<file path="src/ssm_pkg.sv">
package ssm_pkg;
  // ----------------------------------------------------------------
  // Timing
  // ----------------------------------------------------------------
  localparam int unsigned CLK_HZ = 250_000_000; // System clock rate
  localparam int unsigned WAKE_SRC_HZ = 1000; // Self-clocked wake source, about 1 kHz
  localparam int unsigned WAKE_PRE_CYC = CLK_HZ / WAKE_SRC_HZ; // Clock cycles per wake tick
  localparam int unsigned SYNC_STAGES = 2; // Flops on every pin input

  // ----------------------------------------------------------------
  // Stop depth encoding (reported on stop_mode_out)
  // ----------------------------------------------------------------
  localparam logic [1:0] MODE_RUN = 2'h0;
  localparam logic [1:0] MODE_STOP1 = 2'h1;
  localparam logic [1:0] MODE_STOP2 = 2'h2;
  localparam logic [1:0] MODE_STOP3 = 2'h3;

  // ----------------------------------------------------------------
  // Wake vector selector
  // ----------------------------------------------------------------
  localparam logic [1:0] VEC_RESET = 2'h0;
  localparam logic [1:0] VEC_EXT_IRQ = 2'h1;
  localparam logic [1:0] VEC_KEYPAD = 2'h2;
  localparam logic [1:0] VEC_WAKE_TIMER = 2'h3;

  // ----------------------------------------------------------------
  // Reset values
  // ----------------------------------------------------------------
  localparam logic RST_PDF = 1'b0; // Partial-down flag after reset
  localparam logic RST_LATCH = 1'b0; // Pin latches open after reset
  localparam logic [2:0] WAKE_RATE_OFF = 3'h0; // Wake timer and its source disabled

  // Sequencer states
  typedef enum logic [2:0] {
    SSM_RUN,
    SSM_STOP1,
    SSM_STOP2,
    SSM_STOP3
  } ssm_state_e;

  // Power and clock controls driven to the rest of the chip
  typedef struct packed {
    logic clocks_halt; // All internal clocks stopped
    logic debug_clk_keep; // Debug logic keeps its clock
    logic clock_gen_run; // Clock generator stays running
    logic clock_gen_standby; // Clock generator in standby
    logic clock_gen_off; // Clock generator off
    logic regulator_active; // Regulator at full regulation
    logic core_power_off; // Core, peripherals, flash unpowered
    logic ram_power_off; // RAM unpowered
    logic lowv_assert; // Low-voltage indication forced
  } ssm_pwr_s;
endpackage

</file>
<file path="src/ssm_stop_mode_sequencer.sv">
`timescale 1ns/100ps
// Behaviour
// - Stop without stop_allow forces illegal-opcode reset
// - Every stop mode halts internal clocks
// - Depth chosen from power-down and partial-down bits
// - Low-voltage in stop demotes to stop3, regulator on
// - Debug allow demotes to stop3, keeps debug clocks
// - Low-voltage in stop without debug allow: regulator on, clock-gen standby
// - External interrupt active low in stop1 and stop2
// - Stop1 asserts low-voltage; exit waits rising supply
// - Stop1 exits by reset or irq as power-on
// - Stop2 latches pins until acknowledge written
// - Stop2 exits reset, irq, timer; RAM only
// - Stop2 wake restarts as power-on, pins stay
// - Stop2 wake sets flag until acknowledge
// - Opened pins follow port or enabled peripheral
// - Stop3 halts internal clocks, retains all state
// - Stop3 exit picks reset or matching vector
// - Wake timer on 1 kHz source, off when zero
// - Status memory commands in stop return error
// - Background command wakes into debug mode
module ssm_stop_mode_sequencer
  import ssm_pkg::*;
#(
  parameter int unsigned NPINS = 8, // Number of I/O pins handled
  parameter int unsigned PRE_CYC = WAKE_PRE_CYC // Clock cycles per wake tick
) (
  input wire logic mclk_in,
  input wire logic rst_in,
  input wire logic stop_insn_in, // Stop instruction executed, pulse
  input wire logic stop_allow_in,
  input wire logic power_down_sel_in,
  input wire logic partial_down_sel_in,
  input wire logic lowv_detect_on_in,
  input wire logic lowv_detect_in_stop_in,
  input wire logic debug_entry_allow_in,
  input wire logic [2:0] wake_rate_sel_in,
  input wire logic partial_down_ack_in, // Software writes 1, pulse
  input wire logic ext_irq_high_in, // Programmed polarity, 1 = active high
  input wire logic debug_bg_cmd_in, // Background command received, pulse
  input wire logic debug_mem_status_cmd_in, // Memory-with-status command, pulse
  input wire logic reset_pin_n_in, // Pin, asynchronous
  input wire logic ext_irq_pin_in, // Pin, asynchronous
  input wire logic keypad_wake_in, // Pin, asynchronous, high = wake
  input wire logic lowv_detector_in, // Pin, asynchronous, high = supply low
  input wire logic [NPINS-1:0] port_val_in, // Port register drive values
  input wire logic [NPINS-1:0] periph_val_in, // Peripheral drive values
  input wire logic [NPINS-1:0] periph_en_in, // Peripheral owns the pin
  output logic illegal_op_rst_out, // Pulse
  output logic por_restart_out, // Pulse, power-on style restart
  output logic wake_valid_out, // Pulse, wake_vector_out valid
  output logic [1:0] wake_vector_out,
  output logic [1:0] stop_mode_out,
  output ssm_pwr_s pwr_ctl_out,
  output logic pin_latch_out, // Pins frozen at the pad
  output logic [NPINS-1:0] pin_val_out,
  output logic partial_down_flag_out,
  output logic wake_timer_run_out,
  output logic periodic_wake_irq_out, // Pulse per wake period
  output logic debug_mem_err_out, // Pulse, stop or wait error status
  output logic debug_mode_enter_out // Pulse
);

  // ----------------------------------------------------------------
  // Elaboration checks
  // ----------------------------------------------------------------
  if (NPINS < 1 || PRE_CYC < 2) begin : g_bad_param
    $error("NPINS must be at least 1 and PRE_CYC at least 2");
  end
  localparam int PRE_W = $clog2(PRE_CYC); // Prescaler width

  // ----------------------------------------------------------------
  // Pin synchronisers
  // ----------------------------------------------------------------
  logic [3:0] pin_meta_r; // First stage, read only by second stage
  logic [3:0] pin_sync_r; // Second stage, safe to use
  logic rst_pin_act; // Reset pin asserted
  logic irq_raw; // Synchronised irq pin level
  logic kbd_act; // Keypad wake asserted
  logic lowv_act; // Supply still below threshold

  // Every pin input is caught by two flops before the FSM sees it
  always_ff @(posedge mclk_in) begin
    pin_meta_r <= {lowv_detector_in, keypad_wake_in, ext_irq_pin_in, reset_pin_n_in};
    pin_sync_r <= pin_meta_r;
  end
  assign rst_pin_act = ~pin_sync_r[0];
  assign irq_raw = pin_sync_r[1];
  assign kbd_act = pin_sync_r[2];
  assign lowv_act = pin_sync_r[3];

  // ----------------------------------------------------------------
  // Periodic wake timer
  // ----------------------------------------------------------------
  logic [PRE_W-1:0] pre_cnt_r; // Divides clock down to the wake source
  logic [7:0] tick_cnt_r; // Counts wake source ticks
  logic [7:0] tick_limit; // Ticks per wake period
  logic tick; // One wake-source tick
  logic timer_on; // Rate field non-zero
  assign timer_on = (wake_rate_sel_in != WAKE_RATE_OFF);
  assign tick = timer_on && (pre_cnt_r == PRE_W'(PRE_CYC - 1));
  // Period doubles with each step of the rate field
  assign tick_limit = 8'(8'h01 << wake_rate_sel_in);

  // Source held in reset while disabled, so it burns nothing and never fires
  always_ff @(posedge mclk_in) begin
    if (rst_in || !timer_on) begin
      pre_cnt_r <= '0;
      tick_cnt_r <= '0;
      periodic_wake_irq_out <= 1'b0;
    end else begin
      periodic_wake_irq_out <= 1'b0;
      if (tick) begin
        pre_cnt_r <= '0;
        if (tick_cnt_r >= tick_limit - 8'h01) begin
          tick_cnt_r <= '0;
          periodic_wake_irq_out <= 1'b1;
        end else begin
          tick_cnt_r <= tick_cnt_r + 8'h01;
        end
      end else begin
        pre_cnt_r <= pre_cnt_r + PRE_W'(1);
      end
    end
  end

  // ----------------------------------------------------------------
  // Stop depth selection and state machine
  // ----------------------------------------------------------------
  ssm_state_e state_r;
  ssm_state_e state_nxt;
  logic lvd_stop; // Low-voltage detector enabled for stop
  logic keep_dbg_r; // Debug allow seen at entry
  logic keep_lvd_r; // Low-voltage in stop seen at entry
  logic irq_act; // External irq asserted under current mode
  logic wake; // Some wake source fires in current state
  logic [1:0] vec_nxt; // Vector chosen for that wake
  logic por_nxt; // Wake restarts as power-on
  assign lvd_stop = lowv_detect_on_in && lowv_detect_in_stop_in;

  // Deep modes ignore the programmed polarity: the pin is always active low
  assign irq_act = (state_r == SSM_STOP1 || state_r == SSM_STOP2) ? ~irq_raw
                 : (ext_irq_high_in ? irq_raw : ~irq_raw);

  always_comb begin
    state_nxt = state_r;
    wake = 1'b0;
    vec_nxt = VEC_RESET;
    por_nxt = 1'b0;
    case (state_r)
      SSM_RUN: begin
        if (stop_insn_in && stop_allow_in) begin
          if (!power_down_sel_in || lvd_stop || debug_entry_allow_in) begin
            state_nxt = SSM_STOP3;
          end else if (partial_down_sel_in) begin
            state_nxt = SSM_STOP2;
          end else begin
            state_nxt = SSM_STOP1;
          end
        end
      end
      SSM_STOP1: begin
        // Supply must have recovered before the core is let go
        if ((rst_pin_act || irq_act) && !lowv_act) begin
          wake = 1'b1;
          por_nxt = 1'b1;
        end
      end
      SSM_STOP2: begin
        if (rst_pin_act || irq_act || periodic_wake_irq_out) begin
          wake = 1'b1;
          por_nxt = 1'b1;
        end
      end
      SSM_STOP3: begin
        if (rst_pin_act) begin
          wake = 1'b1;
          por_nxt = 1'b1;
        end else if (irq_act) begin
          wake = 1'b1;
          vec_nxt = VEC_EXT_IRQ;
        end else if (kbd_act) begin
          wake = 1'b1;
          vec_nxt = VEC_KEYPAD;
        end else if (periodic_wake_irq_out) begin
          wake = 1'b1;
          vec_nxt = VEC_WAKE_TIMER;
        end
      end
      default: begin
        state_nxt = SSM_RUN;
      end
    endcase
    // A wake, or a background command leaving stop straight into debug mode
    if (wake || (state_r != SSM_RUN && keep_dbg_r && debug_bg_cmd_in)) begin
      state_nxt = SSM_RUN;
    end
  end

  always_ff @(posedge mclk_in) begin
    if (rst_in) begin
      state_r <= SSM_RUN;
    end else begin
      state_r <= state_nxt;
    end
  end

  // Entry options are frozen so software cannot change a stop in progress
  always_ff @(posedge mclk_in) begin
    if (rst_in) begin
      keep_dbg_r <= 1'b0;
      keep_lvd_r <= 1'b0;
    end else if (state_r == SSM_RUN && stop_insn_in && stop_allow_in) begin
      keep_dbg_r <= debug_entry_allow_in;
      keep_lvd_r <= lvd_stop;
    end
  end

  // ----------------------------------------------------------------
  // Event pulses
  // ----------------------------------------------------------------
  always_ff @(posedge mclk_in) begin
    if (rst_in) begin
      illegal_op_rst_out <= 1'b0;
      por_restart_out <= 1'b0;
      wake_valid_out <= 1'b0;
      wake_vector_out <= VEC_RESET;
      debug_mem_err_out <= 1'b0;
      debug_mode_enter_out <= 1'b0;
      wake_timer_run_out <= 1'b0;
    end else begin
      illegal_op_rst_out <= (state_r == SSM_RUN) && stop_insn_in && !stop_allow_in;
      por_restart_out <= wake && por_nxt;
      wake_valid_out <= wake;
      wake_timer_run_out <= timer_on;
      if (wake) begin
        wake_vector_out <= vec_nxt;
      end
      // Memory is never touched while stopped, only an error comes back
      debug_mem_err_out <= (state_r != SSM_RUN) && debug_mem_status_cmd_in;
      debug_mode_enter_out <= (state_r != SSM_RUN) && keep_dbg_r && debug_bg_cmd_in;
    end
  end

  // ----------------------------------------------------------------
  // Power and clock controls
  // ----------------------------------------------------------------
  // Driven from the next state so controls change on the entry edge itself
  always_ff @(posedge mclk_in) begin
    pwr_ctl_out <= '0;
    pwr_ctl_out.clock_gen_run <= 1'b1;
    pwr_ctl_out.regulator_active <= 1'b1;
    stop_mode_out <= MODE_RUN;
    case (rst_in ? SSM_RUN : state_nxt) // Reset keeps the run defaults
      SSM_STOP1: begin
        stop_mode_out <= MODE_STOP1;
        pwr_ctl_out.clocks_halt <= 1'b1;
        pwr_ctl_out.clock_gen_run <= 1'b0;
        pwr_ctl_out.clock_gen_off <= 1'b1;
        pwr_ctl_out.regulator_active <= 1'b0;
        pwr_ctl_out.core_power_off <= 1'b1;
        pwr_ctl_out.ram_power_off <= 1'b1;
        pwr_ctl_out.lowv_assert <= 1'b1;
      end
      SSM_STOP2: begin
        stop_mode_out <= MODE_STOP2;
        pwr_ctl_out.clocks_halt <= 1'b1;
        pwr_ctl_out.clock_gen_run <= 1'b0;
        pwr_ctl_out.clock_gen_off <= 1'b1;
        pwr_ctl_out.regulator_active <= 1'b0;
        pwr_ctl_out.core_power_off <= 1'b1;
      end
      SSM_STOP3: begin
        stop_mode_out <= MODE_STOP3;
        pwr_ctl_out.clocks_halt <= 1'b1;
        // Kept options load on the entry edge itself, so that edge uses the live ones
        if (state_r == SSM_RUN ? debug_entry_allow_in : keep_dbg_r) begin
          pwr_ctl_out.debug_clk_keep <= 1'b1;
        end else if (state_r == SSM_RUN ? lvd_stop : keep_lvd_r) begin
          pwr_ctl_out.clock_gen_run <= 1'b0;
          pwr_ctl_out.clock_gen_standby <= 1'b1;
        end else begin
          pwr_ctl_out.clock_gen_run <= 1'b0;
          pwr_ctl_out.clock_gen_off <= 1'b1;
          pwr_ctl_out.regulator_active <= 1'b0;
        end
      end
      default: begin
      end
    endcase
  end

  // ----------------------------------------------------------------
  // Pin latches and partial-down flag
  // ----------------------------------------------------------------
  logic entering_stop2; // First edge into stop2
  logic stop2_woke; // Stop2 wake taken this cycle
  assign entering_stop2 = (state_r == SSM_RUN) && (state_nxt == SSM_STOP2);
  assign stop2_woke = (state_r == SSM_STOP2) && (state_nxt == SSM_RUN);

  // Latch survives the restart; only the acknowledge opens it
  always_ff @(posedge mclk_in) begin
    if (rst_in) begin
      pin_latch_out <= RST_LATCH;
    end else if (entering_stop2) begin
      pin_latch_out <= 1'b1;
    end else if (partial_down_ack_in && state_r == SSM_RUN) begin
      pin_latch_out <= 1'b0;
    end
  end

  // Set wins over a same-cycle acknowledge so a wake is never missed
  always_ff @(posedge mclk_in) begin
    if (rst_in) begin
      partial_down_flag_out <= RST_PDF;
    end else if (stop2_woke) begin
      partial_down_flag_out <= 1'b1;
    end else if (partial_down_ack_in) begin
      partial_down_flag_out <= 1'b0;
    end
  end

  // Software must restore ports before the ack, or pins fall to reset values
  always_ff @(posedge mclk_in) begin
    if (rst_in) begin
      pin_val_out <= '0;
    end else if (state_nxt == SSM_STOP1) begin
      pin_val_out <= '0;
    end else if (!pin_latch_out && !entering_stop2) begin
      pin_val_out <= (periph_en_in & periph_val_in) | (~periph_en_in & port_val_in);
    end
  end

endmodule

</file>
<file path="config.mk">
export PLATFORM = sky130hd
export DESIGN_NAME = ssm_stop_mode_sequencer
export DESIGN_NICKNAME = d
export VERILOG_FILES = /design/src/ssm_pkg.sv /design/src/ssm_stop_mode_sequencer.sv
export SDC_FILE = /design/constraint.sdc
export NUM_CORES = 1
export LEC_CHECK = 0
export ABC_AREA = 1
export BUFFER_PORTS_ARGS = -buffer_cell sky130_fd_sc_hd__buf_2
export CORE_MARGIN = 8
export CORE_UTILIZATION = 57
export DETAILED_ROUTE_END_ITERATION = 8
export PLACE_DENSITY = 0.9
export SLEW_MARGIN = 20
export SYNTH_ARGS = -nofsm -noshare
export SYNTH_HDL_FRONTEND = slang
export SYNTH_SLANG_ARGS = --single-unit
</file>
<file path="constraint.sdc">
create_clock -name mclk_in -period 4.35 [get_ports mclk_in]
set_input_delay 0.435 -clock mclk_in [delete_from_list [all_inputs] [get_ports mclk_in]]
set_output_delay 0.435 -clock mclk_in [all_outputs]
set_load 0.02 [all_outputs]
</file>
==> impl_metrics.tcl, run 1 <==
set metrics [dict create \
    yosys_warnings 0 \
    final_net_count 534 \
    cp-start-kind "primary input" \
    syn_nets 455 \
    grt_use_total 0.183 \
    relSlewSlack 0.581 \
    critPathKind "primary input to register" \
    root_buffer "clkbuf_8" \
    post_drt_wl_per_cell_um 13.0 \
    synthArstFlopShare 0 \
    start_util 0.594 \
    clockBufferDepth 2 \
    place_congestion 0.935 \
    fin_crit_ns 2.58 \
    maxCapViolCount 0 \
    synth_area_leaders "dfxtp_1 (44%), nand2_1 (8.4%), inv_1 (6.7%)" \
    crit_family "simple AND/OR/NAND/NOR gates" \
    finalSetupViolCount 0 \
    die_w_um 89.4 \
    placed_cell_area_um2 3490 \
    clk_latency_ns 0.33 \
    cp-end-kind "register" \
    synth_most_common_cell "nand2_1" \
    reg2reg_depth 9 \
    area_delta_synth_final_pct 22.5 \
    port-buffer-count 73 \
    num_rows 26 \
    grt_pass1_vias 2805 \
    crit_arrival_ns 2.80 \
    slowest_stage "o21ai_0" \
    stdcell_count 554 \
    n_fill_cell 388 \
    synth_top_area_frac 0.443 \
    post_cts_buffers 0 \
    rsz0062_at_grt "false" \
    power.density_nw_per_um2 396 \
    syn_area_um2 3070 \
    ys_ff_latch 68 \
    grt_overflow 0 \
    antenna_found_initial 0 \
    p_leak_uw 0.00186 \
    timing.reg2reg.setup_slack_ns 2.29 \
    hold_path.class "primary input to register" \
    core_um2 5170 \
    cpPeakStageDelay_ns 0.37 \
    vias 2879 \
    cts_hold_buf 0 \
    synthFlopType "dfxtp_1" \
    max_freq_mhz 388 \
    synth_area_per_cell_um2 7.68 \
    finalCritPeriodShare 0.593 \
    antenna_left 0 \
    cts_resized 0 \
    ios 74 \
    firstDrtPassIters 4 \
    grt_max_degree 20 \
    finalPower_uw 1490 \
    synth-edff-count 0 \
    dpl.cell_count 538 \
    die_area_um2 8000 \
    finalHoldViolCount 0 \
    grt_pass1_wl_um 11500 \
    r2r_end "pre_cnt_r[17]" \
    status "finished clean" \
    wl_um 7220 \
    drc 0 \
    synth_cell_types 33 \
    via_per_inst 5.20 \
    dp_hpwl_um 5490 \
    r2r_start "pre_cnt_r[0]" \
    fin_util 0.728 \
    cp-startpoint "wake_rate_sel_in[2]" \
    path_cells "buf_2 -> inv_1 -> nand3_2 -> ha_1 -> inv_1 -> xor2_1 -> nand3_1 -> ha_1 -> nand2_1 -> inv_1 -> nand3_1 -> nor3_1 -> nor2_1 -> o21ai_0 -> nor2_1" \
    chipHeight_um 89.4 \
    synth_seq_area_share 0.443 \
    synthCells 400 \
    path_depth 15 \
    clk_pin_slew_ns 0.08 \
    path_buf_inv 4 \
    drv_slew 0 \
    finClkSkew_ns 0.00881 \
    design_area_um2 3760 \
    cts_inserted_buffers 9 \
    ir_drop_mv 0.253 \
    worst_slew_pin_slew_ns 0.627 \
    tns_ns 0 \
    drt_iter0_markers 119 \
    cp_common_cell "inv_1" \
    diodes 0 \
    cts_tree "yes" \
    cp-endpoint "tick_cnt_r[5]" \
    htree_levels 3 \
    critPathMaxFanout 6 \
    clock_sinks 68 \
    drive_above_1_share 0.217 \
    critical_path_required_ns 4.57 \
    yosys-top-cells-count "nand2_1 (69), dfxtp_1 (68), inv_1 (55)" \
    yosysTopAreaCell "dfxtp_1" \
]
-- registers in the layout, indices dropped and copies added, names as in the netlist, 2 cells and up --
name and count:
pin_meta_r 4, pin_sync_r 4, pin_val_out 8, pre_cnt_r 18, pwr_ctl_out 8, state_r 3
stop_mode_out 2, tick_cnt_r 8, wake_vector_out 2
-- logic make-up (layout without fill, tap and decap cells) --
logic type | Yosys count | count (layout) | share of synthesized area
adder cells (fa/ha/maj) | 11 | 11 | 0.0448
AO/OA/AOI/OAI | 51 | 51 | 0.0888
other | 2 | 2 | 0.00244
flip-flops | 68 | 68 | 0.443
buffers and inverters | 61 | 145 | 0.0790
multiplexers | 8 | 8 | 0.0261
AND/OR/NAND/NOR | 188 | 188 | 0.285
XOR/XNOR | 11 | 11 | 0.0314
-- layout make-up --
| cell class | instances | area (um2) | share of cell area |
|---|---|---|---|
| inverters | 56 | 210 | 0.0559 |
| flip-flops and latches | 68 | 1360 | 0.362 |
| clock buffers | 9 | 124 | 0.0329 |
| repair buffers | 73 | 365 | 0.0971 |
| well taps | 70 | 87.6 | 0.0233 |
| clock inverters | 7 | 146 | 0.0389 |
| multi-input cells | 271 | 1470 | 0.390 |
-- per-layer routing --
layer / GRT usage / vias to the layer above / wire, um
met5: 0 / - / 0
met4: 0.0695 / 0 / 164
met3: 0.0561 / 19 / 630
met2: 0.344 / 99 / 3620
met1: 0.183 / 1300 / 2800
li1: - / 1461 / -
-- per-stage QoR --
step                      hold WS (ns)  setup WS (ns)
after floorplan                  0.310           1.94
final                            0.195           1.77
after detailed placement         0.313           1.47
after global routing             0.177           1.46
after CTS                        0.184           1.79
after global placement           0.312           1.64
-- worst min-delay path by stage --
stage,startpoint,endpoint,cells past startpoint
after global placement,pin_meta_r[2],pin_sync_r[2],0
after floorplan,pin_meta_r[0],pin_sync_r[0],0
after global routing,reset_pin_n_in,pin_meta_r[0],1
after detailed placement,pin_meta_r[3],pin_sync_r[3],0
after CTS,keypad_wake_in,pin_meta_r[2],1
final,keypad_wake_in,pin_meta_r[2],1
-- power breakdown --
part / switching, uW / leakage, uW / internal (uW)
Clock: 247 / 0.000134 / 444
Combinational: 90.4 / 0.00117 / 53.5
Sequential: 10.1 / 0.000556 / 645
-- cells in the final DEF (no fill, tap or decap), types with 10 or more instances in the layout --
cell type / count
a21oi_1: 29
buf_2: 73
nor2_1: 49
nand2_1: 69
inv_1: 55
dfxtp_1: 68
xor2_1: 10
nand3_1: 27
ha_1: 11
nor3_1: 13
o21ai_0: 14
No activity file was read; power rests on OpenSTA's default activity.
==> run 2: changes to the inputs <==
--- a/config.mk
+++ b/config.mk
@@ -5,12 +5,12 @@
 export SDC_FILE = /design/constraint.sdc
 export NUM_CORES = 1
 export LEC_CHECK = 0
-export ABC_AREA = 1
+export ABC_AREA = 0
 export BUFFER_PORTS_ARGS = -buffer_cell sky130_fd_sc_hd__buf_2
 export CORE_MARGIN = 8
-export CORE_UTILIZATION = 57
+export CORE_UTILIZATION = 49
 export DETAILED_ROUTE_END_ITERATION = 8
-export PLACE_DENSITY = 0.9
+export PLACE_DENSITY = 0.82
 export SLEW_MARGIN = 20
 export SYNTH_ARGS = -nofsm -noshare
 export SYNTH_HDL_FRONTEND = slang
==> constraint.sdc (replaced) <==
create_clock -name mclk_in -period 2.3 [get_ports mclk_in]
set_input_delay 0.23 -clock mclk_in [delete_from_list [all_inputs] [get_ports mclk_in]]
set_output_delay 0.23 -clock mclk_in [all_outputs]
set_load 0.02 [all_outputs]
==> run 2 against run 1 <==
Effect of this change: clock skew up 0.0018 ns; worst hold slack got worse by 0.068 ns; die area increased by 20%; non-clock buffer count up 21; register-to-register slack worse by 2.0 ns; setup slack worse by 1.6 ns; synthesized area increased by 7.2%; clock-buffer cell count is 2 higher; sequential share of layout area decreased by 2.8 points; combinational power grew 100%; cell count decreased by 0.54%.
==> impl_metrics.tcl, run 2 <==
set metrics [dict create \
    antenna_found_initial 0 \
    htree_levels 3 \
    synth_top_area_frac 0.413 \
    antenna_left 0 \
    cts_inserted_buffers 9 \
    crit_arrival_ns 2.37 \
    p_leak_uw 0.00178 \
    num_rows 30 \
    maxCapViolCount 0 \
    layout_commonest_cell "buf_2" \
    syn_nets 429 \
    grt_use_total 0.170 \
    p_int_uw 1900 \
    wl_um 8040 \
    grt_max_degree 21 \
    r2r_start "pre_cnt_r[0]" \
    ys_ff_latch 68 \
    yosys-top-cells-count "dfxtp_1 (68), nor2_1 (46), nand2_1 (24)" \
    fin_util 0.614 \
    chipHeight_um 98.0 \
    min_to "illegal_op_rst_out" \
    largest_register_ffs 18 \
    critical_path_required_ns 2.54 \
    drt_iter0_markers 135 \
    core_um2 6640 \
    die_w_um 98.0 \
    relSlewSlack 0.570 \
    hp-start "stop_allow_in" \
    clockPowerShare 0.399 \
    critPathKind "primary input to register" \
    grt_overflow 0 \
    cp-startpoint "wake_rate_sel_in[1]" \
    port-buffer-count 73 \
    finClkSkew_ns 0.0106 \
    synth_area_leaders "dfxtp_1 (41%), nor2_1 (5.2%), ha_1 (4.2%)" \
    syn_area_um2 3300 \
    reg2reg_depth 6 \
    synthArstFlopShare 0 \
    max_freq_mhz 468 \
    worst_slew_pin_slew_ns 0.639 \
    via_per_inst 5.56 \
    root_buffer "clkbuf_8" \
    synth-edff-count 0 \
    synth_cell_types 59 \
    finalSetupViolCount 0 \
    r2r_end "pre_cnt_r[16]" \
    pre_cts_ws_ns -0.178 \
    area_delta_synth_final_pct 23.8 \
    grt_pass1_vias 2952 \
    grt_pass1_wl_um 13500 \
    ir_drop_mv 0.370 \
    firstDrtPassIters 5 \
    post_drt_wl_per_cell_um 14.6 \
    synth_area_per_cell_um2 8.81 \
    start_util 0.496 \
    cp-end-kind "register" \
    hold_ws_ns 0.127 \
    drive_above_1_share 0.282 \
    power.density_nw_per_um2 623 \
    final_net_count 521 \
    synth_seq_area_share 0.413 \
    synthFlopType "dfxtp_1" \
    cp-start-kind "primary input" \
    p_switching_uw 637 \
    yosys_warnings 0 \
    ios 74 \
    final_cell_mix "buf_2 (73), dfxtp_1 (68), nor2_1 (46), nand2_1 (24), nor3_1 (18)" \
    dpl.cell_count 531 \
    yosysTopAreaCell "dfxtp_1" \
    largest-register "pre_cnt_r" \
    synthCells 374 \
    drc 0 \
    clock_sinks 68 \
    stdcell_count 551 \
    hold_path.class "primary input to register" \
    place_congestion 0.957 \
    worst_slack_ns 0.163 \
    clk_latency_ns 0.35 \
    finalPower_uw 2540 \
    drv_slew 0 \
    diodes 0 \
    clockBufferDepth 2 \
    post_cts_buffers 0 \
    finalHoldViolCount 0 \
    dp_hpwl_um 6110 \
    synth_most_common_cell "dfxtp_1" \
    vias 3064 \
    fin_crit_ns 2.14 \
    die_area_um2 9610 \
    rsz0062_at_grt "false" \
    comb_power_share 0.116 \
    swShare 0.250 \
    seq_power_share 0.485 \
    finalCritPeriodShare 0.929 \
    status "finished clean" \
    cts_tree "yes" \
    critPathMaxFanout 6 \
    timing.reg2reg.setup_slack_ns 0.32 \
    min_path_cells 2 \
    clk_pin_slew_ns 0.07 \
]
==> run 2: timing repair <==
item / 4_1_cts / 5_1_grt
endpoints found under the setup margin: 0 / 0
hold buffers: 4 / 0
endpoints found under the hold margin: 4 / 0
resized for setup: 0 / 0
==> run 2: worst max path at each step <==
stage	end	slack, ns	cells after the start
CTS	tick_cnt_r[5]	0.18	12
detailed placement	tick_cnt_r[2]	-0.18	13
global placement	tick_cnt_r[4]	-0.09	13
floorplan	tick_cnt_r[5]	0.03	12
global route	tick_cnt_r[4]	0.003	13
finish	tick_cnt_r[2]	0.16	13
==> run 2: stage by stage <==
stage / instance area (um2) / setup TNS, ns
2_1_floorplan: 3330 / 0
3_3_place_gp: 3830 / -0.394
3_5_place_dp: 3830 / -1.09
4_1_cts: 4080 / 0
5_1_grt: 4080 / 0
6_report: 4080 / 0
==> run 2: worst max-delay path, stage by stage <==
cell	delay, ns
buf_2	0.10
or3_1	0.40
ha_1	0.29
xor2_1	0.18
nor2_1	0.06
a21oi_1	0.11
ha_1	0.20
nor3_2	0.05
buf_4	0.14
o2bb2ai_4	0.14
and2_4	0.19
o22ai_1	0.20
o21ai_2	0.07
==> run 2: logic make-up after synthesis <==
| group | synth area share |
|---|---|
| AND/OR/NAND/NOR | 0.249 |
| flip-flops | 0.413 |
| AO/OA/AOI/OAI | 0.140 |
| buffers and inverters | 0.0490 |
| XOR/XNOR | 0.0532 |
| multiplexers | 0.0516 |
| adder cells (fa/ha/maj) | 0.0418 |
| other | 0.00228 |
==> run 2: per-layer routing <==
layer  track usage  part of all wire  vias to the layer above
met5             0                 0                        -
met2         0.292              0.50                       93
met1         0.185              0.42                     1446
li1              -                 -                     1507
met4        0.0899             0.025                        0
met3        0.0498             0.054                       18
==> run 2: area by class of cell <==
type                       count  area, um2
tap                           80        100
multi-input combinational    275       1810
fill                         553       2560
timing repair buffer          94        533
inverter                      18       67.6
sequential                    68       1360
clock buffer                  11        151
clock inverter                 5       58.8
==> run 2: power by group through the flow <==
stage	registers (uW)	logic (uW)	clock network, uW
2_1_floorplan	1280	155	0
3_3_place_gp	1260	279	0
3_5_place_dp	1260	287	0
4_1_cts	1230	294	1030
5_1_grt	1240	325	1080
6_report	1230	295	1020
